`src/hw/fup_pkg.sv`:
```
package fup_pkg;

  // Command codes written to the flash control register
  localparam logic [7:0] KEY_FIRST = 8'h73;
  localparam logic [7:0] KEY_UNLOCK = 8'h8c;
  localparam logic [7:0] KEY_SECTOR = 8'h5e;
  localparam logic [7:0] CMD_PAGE_ERASE = 8'h95;

  // Geometry defaults
  localparam int PAGE_W = 8;
  localparam int SECT_N = 8;
  localparam int BYTE_W = 7;
  localparam logic [SECT_N-1:0] SECT_RESET = 8'h00;

  // Option bytes sit at the first two program addresses
  localparam logic [15:0] OPT_ADDR0 = 16'h0000;
  localparam logic [15:0] OPT_ADDR1 = 16'h0001;
  localparam int OPT_BYTES = 2;
  // Bit of option byte 0 that holds the global write-protect flag
  localparam int OPT_WP_BIT = 7;

  // Loader start index
  localparam logic [1:0] LOAD_IDX0 = 2'h0;

  // Command bus from the CPU side
  typedef struct packed {
    logic ctl_we;
    logic psel_we;
    logic [7:0] wdata;
  } fup_cpu_wr_t;

  // Program/erase strobe toward the array
  typedef struct packed {
    logic prog;
    logic erase;
    logic [PAGE_W-1:0] page;
    logic [BYTE_W-1:0] offs;
    logic [7:0] data;
  } fup_arr_cmd_t;

  typedef enum logic [4:0] {
    ST_LOCKED = 5'b00001,
    ST_KEY1 = 5'b00010,
    ST_CONFIRM = 5'b00100,
    ST_ACTIVE = 5'b01000,
    ST_SECT = 5'b10000
  } fup_state_t;

endpackage

```
`src/hw/fup_opt_loader.sv`:
```
`timescale 1ns/1ns
// Reads option bytes from program memory while the device is held in reset
module fup_opt_loader #(
  parameter int NBYTES = fup_pkg::OPT_BYTES
) (
  input wire logic mclk,
  input wire logic rst,
  input wire logic [7:0] mem_rdata,
  output logic [15:0] mem_addr,
  output logic [7:0] opt_byte0,
  output logic [7:0] opt_byte1,
  output logic load_done
);

  logic [1:0] idx;
  logic [1:0] next_idx;
  logic [7:0] next_opt0;
  logic [7:0] next_opt1;
  logic next_done;
  logic rst_q;
  logic walk;

  ////////////////////////////////////////////////////////////////
  // The first reset edge only re-arms the walk; the address leaves
  // through a flop in the parent, so a byte is taken one cycle after
  // its address is shown and reset must last four edges
  assign walk = rst && rst_q;

  // Loader moves only while reset is held, so a change to the option
  // bytes takes effect at the next reset and never live
  always_comb begin
    next_idx = idx;
    next_opt0 = opt_byte0;
    next_opt1 = opt_byte1;
    next_done = load_done;
    if (walk) begin
      if (!load_done) begin
        if (idx == 2'h1) next_opt0 = mem_rdata;
        if (idx == 2'h2) next_opt1 = mem_rdata;
        if (idx == 2'(NBYTES)) begin
          next_done = 1'b1;
        end else begin
          next_idx = idx + 2'h1;
        end
      end
    end else begin
      next_idx = fup_pkg::LOAD_IDX0;
      next_done = 1'b0;
    end
  end

  // Plain registers; rst_q remembers last cycle's reset to find its start
  always_ff @(posedge mclk) begin
    rst_q <= rst;
    idx <= next_idx;
    opt_byte0 <= next_opt0;
    opt_byte1 <= next_opt1;
    load_done <= next_done;
  end

  assign mem_addr = (idx == 2'h0) ? fup_pkg::OPT_ADDR0 : fup_pkg::OPT_ADDR1;

endmodule // fup_opt_loader

```
`src/hw/fup_sector_map.sv`:
```
`timescale 1ns/1ns
// Maps a page to its protection sector
module fup_sector_map #(
  parameter int PAGE_W = fup_pkg::PAGE_W,
  parameter int SECT_N = fup_pkg::SECT_N
) (
  input wire logic [PAGE_W-1:0] page,
  input wire logic [SECT_N-1:0] protect,
  output logic page_protected
);

  localparam int SECT_W = $clog2(SECT_N);

  // Top bits of the page pick the sector; with fewer pages than
  // sectors a sector shrinks to one page
  logic [SECT_W-1:0] sect;
  generate
    if (PAGE_W >= SECT_W) begin : g_wide
      assign sect = page[PAGE_W-1 -: SECT_W];
    end else begin : g_narrow
      assign sect = SECT_W'(page);
    end
  endgenerate

  assign page_protected = protect[sect];

endmodule // fup_sector_map

```
`src/hw/fup_ctrl.sv`:
```
`timescale 1ns/1ns
module fup_ctrl #(
  parameter int PAGE_W = fup_pkg::PAGE_W,
  parameter int SECT_N = fup_pkg::SECT_N,
  parameter int BYTE_W = fup_pkg::BYTE_W
) (
  input wire logic mclk,
  input wire logic rst,
  input wire fup_pkg::fup_cpu_wr_t cpu_wr,
  input wire logic byte_we,
  input wire logic [PAGE_W-1:0] byte_page,
  input wire logic [BYTE_W-1:0] byte_offs,
  input wire logic [7:0] byte_data,
  input wire logic [7:0] opt_rdata,
  output logic [15:0] opt_addr,
  output fup_pkg::fup_arr_cmd_t arr_cmd,
  output logic unlocked,
  output logic [PAGE_W-1:0] active_page,
  output logic [SECT_N-1:0] sector_protect,
  output logic refused,
  output logic cpu_hold
);

  fup_pkg::fup_state_t state;
  fup_pkg::fup_state_t next_state;
  logic [PAGE_W-1:0] page_sel;
  logic [PAGE_W-1:0] next_page_sel;
  logic [SECT_N-1:0] next_protect;
  fup_pkg::fup_arr_cmd_t next_cmd;
  logic next_refused;
  logic [7:0] opt0;
  logic [7:0] opt1;
  logic [15:0] opt_addr_w;
  logic page_prot;
  logic wp_ok;

  ////////////////////////////////////////////////////////////////
  // Option bytes live in private flops; nothing on the CPU side can
  // reach them, only the enable they produce
  fup_opt_loader #(
    .NBYTES(fup_pkg::OPT_BYTES)
  ) u_loader (
    .mclk(mclk),
    .rst(rst),
    .mem_rdata(opt_rdata),
    .mem_addr(opt_addr_w),
    .opt_byte0(opt0),
    .opt_byte1(opt1),
    .load_done()
  );

  // Global write-protect option: 1 lets user code program and erase
  assign wp_ok = opt0[fup_pkg::OPT_WP_BIT];

  fup_sector_map #(
    .PAGE_W(PAGE_W),
    .SECT_N(SECT_N)
  ) u_map (
    .page(page_sel),
    .protect(sector_protect),
    .page_protected(page_prot)
  );

  ////////////////////////////////////////////////////////////////
  // Unlock sequencer: one control or page-select write per step
  always_comb begin
    next_state = state;
    next_page_sel = page_sel;
    next_protect = sector_protect;
    next_cmd = '0;
    next_refused = 1'b0;
    unique case (state)
      fup_pkg::ST_LOCKED: begin
        if (cpu_wr.psel_we) next_page_sel = cpu_wr.wdata[PAGE_W-1:0];
        if (cpu_wr.ctl_we) begin
          if (cpu_wr.wdata == fup_pkg::KEY_FIRST) begin
            next_state = fup_pkg::ST_KEY1;
          end else begin
            next_refused = (cpu_wr.wdata == fup_pkg::CMD_PAGE_ERASE);
          end
        end
        if (byte_we) next_refused = 1'b1;
      end
      fup_pkg::ST_KEY1: begin
        // A page-select write here breaks the back-to-back key pair
        if (cpu_wr.psel_we) next_state = fup_pkg::ST_LOCKED;
        if (cpu_wr.ctl_we) begin
          if (cpu_wr.wdata == fup_pkg::KEY_UNLOCK) begin
            next_state = fup_pkg::ST_CONFIRM;
          end else if (cpu_wr.wdata == fup_pkg::KEY_SECTOR) begin
            next_state = fup_pkg::ST_SECT;
          end else begin
            next_state = fup_pkg::ST_LOCKED;
          end
        end
        if (byte_we) next_refused = 1'b1;
      end
      fup_pkg::ST_CONFIRM: begin
        if (cpu_wr.psel_we) begin
          if (cpu_wr.wdata[PAGE_W-1:0] == page_sel) begin
            next_state = fup_pkg::ST_ACTIVE;
          end else begin
            next_state = fup_pkg::ST_LOCKED;
          end
        end
        if (cpu_wr.ctl_we) next_state = fup_pkg::ST_LOCKED;
        if (byte_we) next_refused = 1'b1;
      end
      fup_pkg::ST_ACTIVE: begin
        if (cpu_wr.ctl_we) begin
          // Erase or not, any control write closes the page
          next_state = fup_pkg::ST_LOCKED;
          if (cpu_wr.wdata == fup_pkg::CMD_PAGE_ERASE) begin
            if (!page_prot && wp_ok) begin
              next_cmd.erase = 1'b1;
              next_cmd.page = page_sel;
            end else begin
              next_refused = 1'b1;
            end
          end
          // Other codes, mass erase among them, only relock
        end else if (byte_we) begin
          // Bytes outside the active page are dropped, page stays open
          if (byte_page == page_sel && !page_prot && wp_ok) begin
            next_cmd.prog = 1'b1;
            next_cmd.page = page_sel;
            next_cmd.offs = byte_offs;
            next_cmd.data = byte_data;
          end else begin
            next_refused = 1'b1;
          end
        end
        if (cpu_wr.psel_we && !cpu_wr.ctl_we) next_page_sel = page_sel;
      end
      fup_pkg::ST_SECT: begin
        // Shared address: this write lands in protection, not page select
        if (cpu_wr.psel_we) begin
          next_protect = sector_protect | cpu_wr.wdata[SECT_N-1:0];
          next_state = fup_pkg::ST_LOCKED;
        end
        if (cpu_wr.ctl_we) next_state = fup_pkg::ST_LOCKED;
        if (byte_we) next_refused = 1'b1;
      end
      default: begin
        next_state = fup_pkg::ST_LOCKED;
      end
    endcase
  end

  // Protection bits only set; a cleared bit needs a reset, so a rogue
  // write cannot quietly reopen a sector
  always_ff @(posedge mclk) begin
    if (rst) begin
      state <= fup_pkg::ST_LOCKED;
      page_sel <= '0;
      sector_protect <= fup_pkg::SECT_RESET;
      arr_cmd <= '0;
      refused <= 1'b0;
    end else begin
      state <= next_state;
      page_sel <= next_page_sel;
      sector_protect <= next_protect;
      arr_cmd <= next_cmd;
      refused <= next_refused;
    end
  end

  ////////////////////////////////////////////////////////////////
  // Status and CPU hold, all registered; the option address runs free
  // so the loader can step it while reset is held
  always_ff @(posedge mclk) begin
    opt_addr <= opt_addr_w;
    if (rst) begin
      unlocked <= 1'b0;
      active_page <= '0;
      cpu_hold <= 1'b1;
    end else begin
      unlocked <= (next_state == fup_pkg::ST_ACTIVE);
      active_page <= next_page_sel;
      cpu_hold <= 1'b0;
    end
  end

endmodule // fup_ctrl

```
`config.mk`:
```
export PLATFORM = sky130hd
export DESIGN_NAME = fup_ctrl
export DESIGN_NICKNAME = d
export VERILOG_FILES = /design/src/hw/fup_pkg.sv /design/src/hw/fup_opt_loader.sv /design/src/hw/fup_sector_map.sv /design/src/hw/fup_ctrl.sv
export SDC_FILE = /design/constraint.sdc
export NUM_CORES = 1
export LEC_CHECK = 0
export ABC_AREA = 1
export BUFFER_PORTS_ARGS = -buffer_cell sky130_fd_sc_hd__buf_2
export CORE_ASPECT_RATIO = 0.7
export CORE_UTILIZATION = 43
export DETAILED_ROUTE_END_ITERATION = 6
export PLACE_DENSITY = 0.76
export RECOVER_POWER = 50
export SLEW_MARGIN = 20
export SYNTH_ARGS = -nofsm -noshare
export SYNTH_HDL_FRONTEND = slang
export SYNTH_SLANG_ARGS = --single-unit
```
`constraint.sdc`:
```
create_clock -name mclk -period 1.4 [get_ports mclk]
set_input_delay 0.28 -clock mclk [delete_from_list [all_inputs] [get_ports mclk]]
set_output_delay 0.28 -clock mclk [all_outputs]
set_load 0.1 [all_outputs]
```
=== Word-level counts from Yosys, hierarchy flattened ===
Cells that the tools add are included.

* Flip-flop bits (word level): 77
* Latch bits: 0
* Bits in writable memories: 0
* ROM bits: 0
* Input port bits: 44
* Memories: 0

* Add/subtract/negate cells: 1
* $mul: 0
* Div/mod/pow operators: 0
* $lt $le $gt $ge: 1
* Equality and inequality tests: 14
* Shifts and indexed selects: 0
* Mux-type cells: 34
* Bitwise operators: 8
* Reduce and logical (&&, ||, !) cells: 15

{| class="wikitable"
|+ Operator list
! operator !! number
|-
| $mux W5 || 10
|-
| $mux W23 || 2
|-
| $pmux W5 S5 || 1
|-
| $eq A8 B7 Y1 const B || 2
|-
| $eq A8 B8 Y1 || 2
|-
| $eq A8 B8 Y1 const B || 2
|-
| $mux W8 || 2
|-
| $mux W1 || 15
|-
| $eq A5 B4 Y1 const B || 2
|-
| $mux W9 || 1
|-
| $or A8 B8 Y8 || 1
|-
| $reduce_or A4 Y1 || 2
|-
| $not A1 Y1 || 7
|-
| $reduce_and A2 Y1 || 3
|-
| $eq A5 B1 Y1 const B || 1
|-
| $eq A5 B2 Y1 const B || 1
|-
| $eq A5 B3 Y1 const B || 1
|-
| $eq A5 B5 Y1 const B || 1
|-
| $reduce_or A5 Y1 || 1
|-
| $logic_and A1 B1 Y1 || 4
|-
| $lt A3 B4 Y1 const B || 1
|-
| $mux W4 || 1
|-
| $bmux W1 S3 || 1
|-
| $pmux W1 S3 || 1
|-
| other kinds (8) || 8
|}

=== Longest topological paths before layout ===
* Depth in word-level cells: 9
* Mapped depth: 11

=== Modules after synthesis ===
A second synthesis with hierarchy kept.

* Cell total of the unflattened synthesis: 395
* Area, all modules: 3444.6 um^2

{| class="wikitable"
|+ Modules (own cells, without submodules)
! module !! times used !! cells an instance !! area an instance (um^2) !! sequential area each (um^2)
|-
| fup_ctrl || 1 || 310 || 2537.4 || 1301.2
|-
| fup_opt_loader || 1 || 57 || 797.0 || 560.5
|-
| fup_sector_map || 1 || 28 || 110.1 || 0.0
|}

=== Worst setup path after synthesis ===
No wires, ideal clock.

* Kind: reg2reg
* Start point: reg, netlist name active_page[6]
* End point: reg arr_cmd[10] in the netlist's numbering
* Setup time: 0.062 ns
* Arrival: 2.067 ns
* Path slack: -0.729 ns
* Stages on the path, launching flop included: 10
* Path through: dfxtp_1 > buf_2 > xnor2_1 > nand2_1 > nor2_1 > nand2_1 > nor2_4 > nand4_4 > buf_6 > nor2_2

{| class="wikitable"
|+ RTL lines
! item !! line !! text
|-
| end signal: assignment || fup_ctrl.sv:163 || <nowiki>arr_cmd <= next_cmd;</nowiki>
|-
| end: declaration || fup_ctrl.sv:16 || <nowiki>output fup_pkg::fup_arr_cmd_t arr_cmd,</nowiki>
|}

==> flow_metrics.py <==
metrics = {
    "logic_synthesis": {
        "synth_adder_area_share": 0.0152,
        "yosysSeqAreaShare": 0.442,
        "synth_area_leaders": "dfxtp_1 43%, nand2_1 7.1%, nor2_1 6.8%",
        "synth_compound_area_frac": 0.0861,
        "avgSynthCellArea_sq_um": 7.77,
        "synth_area_sq_um": 2470,
        "synth_top_family_by_area": "simple AND/OR/NAND/NOR gates",
        "synth_top_area_share": 0.430,
        "syn-instance-count": 318,
        "synth-simple-area-share": 0.290,
        "yosysWarnings": 0,
        "synth-xor-area-share": 0.0355,
        "async_reset_ff_frac": 0,
        "yosysTopAreaCell": "dfxtp_1",
        "synth_flop_cell": "dfxtp_1",
        "synth-seq-cells": 54,
        "synthMuxAreaShare": 0,
        "synth_edf_count": 1,
        "synth_cell_types": 37,
    },
    "power_and_ir_drop": {
        "vdd_ir_drop_max_mv": 0.543,
        "power.leakage_nw": 1.68,
        "total_power_w": 0.00328,
        "power_density_nw_per_um2": 940,
    },
    "drt": {
        "route.detailed.drc": 0,
        "antenna_left": 0,
        "vias_per_cell": 4.71,
        "m1WireLength_um": 3030,
        "met3_length_um": 417,
        "routed.top_layer": "met4",
        "drt_iter0_markers": 93,
        "drt-total-wl_um": 6100,
        "met2_wirelength_um": 2600,
        "drt_first_pass_iters": 4,
        "wl_per_cell_um": 12.2,
        "num_vias": 2365,
    },
    "floorplan": {
        "fp.coreArea_sq_um": 5400,
        "ios": 104,
        "rows": 22,
        "die_area_sq_um": 6060,
        "die_h_um": 65.4,
        "die_x_um": 92.6,
        "initial_core_util": 0.458,
    },
    "critical_path": {
        "reg2reg_from": "active_page[5]",
        "arrival_ns": 1.64,
        "crit_end": "arr_cmd[14]",
        "startpoint_type": "flip-flop",
        "crit_start": "active_page[5]",
        "end_kind": "flip-flop",
        "rrSetupSlack_ns": 0.009,
        "crit_fanout": 16,
        "r2r_end": "arr_cmd[14]",
        "worst-setup-path-type": "reg2reg",
        "ff2ff_path_depth": 8,
        "critical_path_required_ns": 1.65,
    },
    "run_status": {
        "status": "finished, final reports clean",
    },
    "timing": {
        "fmax_ghz": 0.719,
        "hold_viol_final": 0,
        "finalMaxSlewViolations": 0,
        "rsz0062_at_grt": "yes",
        "finalSetupViolations": 0,
        "skew_ns": 0.00841,
        "min_period_ns": 1.39,
        "finalCritPeriodShare": 0.994,
    },
    "placement": {
        "place_congestion": 0.897,
        "place_hpwl_um": 4740,
        "dp.cells": 489,
        "io_buffers": 81,
    },
    "hold_path": {
        "min_path_type": "in2reg",
    },
    "final_layout": {
        "areaGrowthSynthToFinish_pct": 41.4,
        "finalNetCount": 476,
        "instances_no_fill": 502,
        "fillers": 481,
        "multi_input_area_sq_um": 1210,
        "final_util": 0.647,
        "num_antenna_cells": 0,
        "register_area_sq_um": 1140,
        "drive_gt1_frac": 0.412,
    },
    "cts": {
        "clk_latency_ns": 0.31,
        "numCtsBuffers": 5,
        "htree_num_levels": 2,
        "cts_tree": "built",
        "root_buffer": "clkbuf_8",
        "cts_num_sinks": 54,
        "holdBufCountCts": 0,
        "cts_buffer_depth": 2,
        "clkTransAtPathRegs_ns": 0.10,
    },
    "global_route": {
        "grt-ovfl-total": 0,
        "antenna_found_initial": 0,
        "grt_pass1_vias": 1974,
        "grt_max_degree": 18,
        "grt_first_pass_wirelength_um": 9360,
        "track_usage": 0.200,
    },
    "flow_run": {
        "drv_cap": 0,
    },
}
## cell usage in the layout, fill, tap and decap left out, drive strengths merged, types with 3 or more instances in the layout
master / n
conb: 15
buf: 105
dfxtp: 53
nand4: 8
a21oi: 23
nor4: 3
nor2: 59
nor3: 8
o21ai: 8
inv: 43
o22ai: 4
nand2: 48
xnor2: 9
clkbuf: 13
clkinv: 3
nand3: 16
ha: 3
## synthesized netlist by cell type (6+ instances only)
cell      n
nor3_1    8
o21ai_0   8
nor2_2   12
nand3_1  15
dfxtp_1  53
nor2_1   45
a21oi_1  23
buf_4    15
xnor2_1   9
nand4_1   6
inv_1    39
nand2_1  47
## power breakdown
group / internal [W] / total [W] / switching [W]
registers: 0.00156 / 0.00159 / 0.0000298
logic: 0.000231 / 0.000777 / 0.000545
clock network: 0.000408 / 0.000913 / 0.000506
## flip-flops by register name, indices dropped and copies added (netlist names)
register / count
arr_cmd: 25
active_page: 8
sector_protect: 8
state: 5
u_loader.idx: 2
cpu_hold: 1
opt_addr: 1
refused: 1
u_loader.load_done: 1
u_loader.opt_byte0: 1
unlocked: 1
## kinds of logic (layout without fill, tap and decap cells)
family,Yosys count,count (layout)
fa+ha+maj,3,3
other cells,1,15
compound gates,39,39
simple gates,145,145
flops,54,54
xor+xnor,10,10
buf+inv,66,164
## layer usage
layer,vias to the layer above,track usage
met5,-,0
met4,0,0.0527
met3,5,0.0428
met2,84,0.286
met1,1074,0.301
li1,1202,-
## worst min-delay path by stage
stage | start | endpoint | slack, ns | depth (start not counted)
after floorplan | rst | cpu_hold | 0.31 | 0
after global placement | sector_protect[7] | sector_protect[7] | 0.46 | 2
after detailed placement | opt_rdata[7] | u_loader.opt_byte0[7] | 0.46 | 1
after CTS | opt_rdata[7] | u_loader.opt_byte0[7] | 0.13 | 1
after global routing | opt_rdata[7] | u_loader.opt_byte0[7] | 0.13 | 1
final | opt_rdata[7] | u_loader.opt_byte0[7] | 0.14 | 1
## per-stage QoR
stage | setup TNS [ns] | setup WS [ns] | hold WS (ns) | area [sq um]
floorplan | -3.06 | -0.187 | 0.308 | 2580
global placement | -0.0781 | -0.0125 | 0.459 | 3240
detailed placement | -0.392 | -0.0637 | 0.461 | 3240
CTS | -0.125 | -0.0204 | 0.132 | 3370
global route | -1.83 | -0.0843 | 0.126 | 3490
finish | 0 | 0.00901 | 0.139 | 3490
## timing repair
item,in CTS,in global routing
endpoints found under the setup margin,22,51
gates cloned,0,0
pin swaps,2,5
resized for setup,3,32
hold endpoints to repair,0,0
setup buffers,2,3
## final cells by class
| class | instances | share of cell area |
|---|---|---|
| timing repair buffer | 112 | 0.225 |
| clock buffer | 6 | 0.0236 |
| multi-input combinational | 212 | 0.346 |
| inverter | 44 | 0.0487 |
| clock inverter | 2 | 0.00502 |
| tap | 72 | 0.0258 |
| sequential | 54 | 0.326 |
## critical path: stages, from the launching register on
cell	delay [ns]
dfxtp_4	0.40
xnor2_1	0.16
nand2_1	0.07
nor2_1	0.09
nand2_1	0.09
nor2_4	0.17
nand4_4	0.10
buf_12	0.17
nor2_1	0.08
Power figures use the tool's default switching activity.
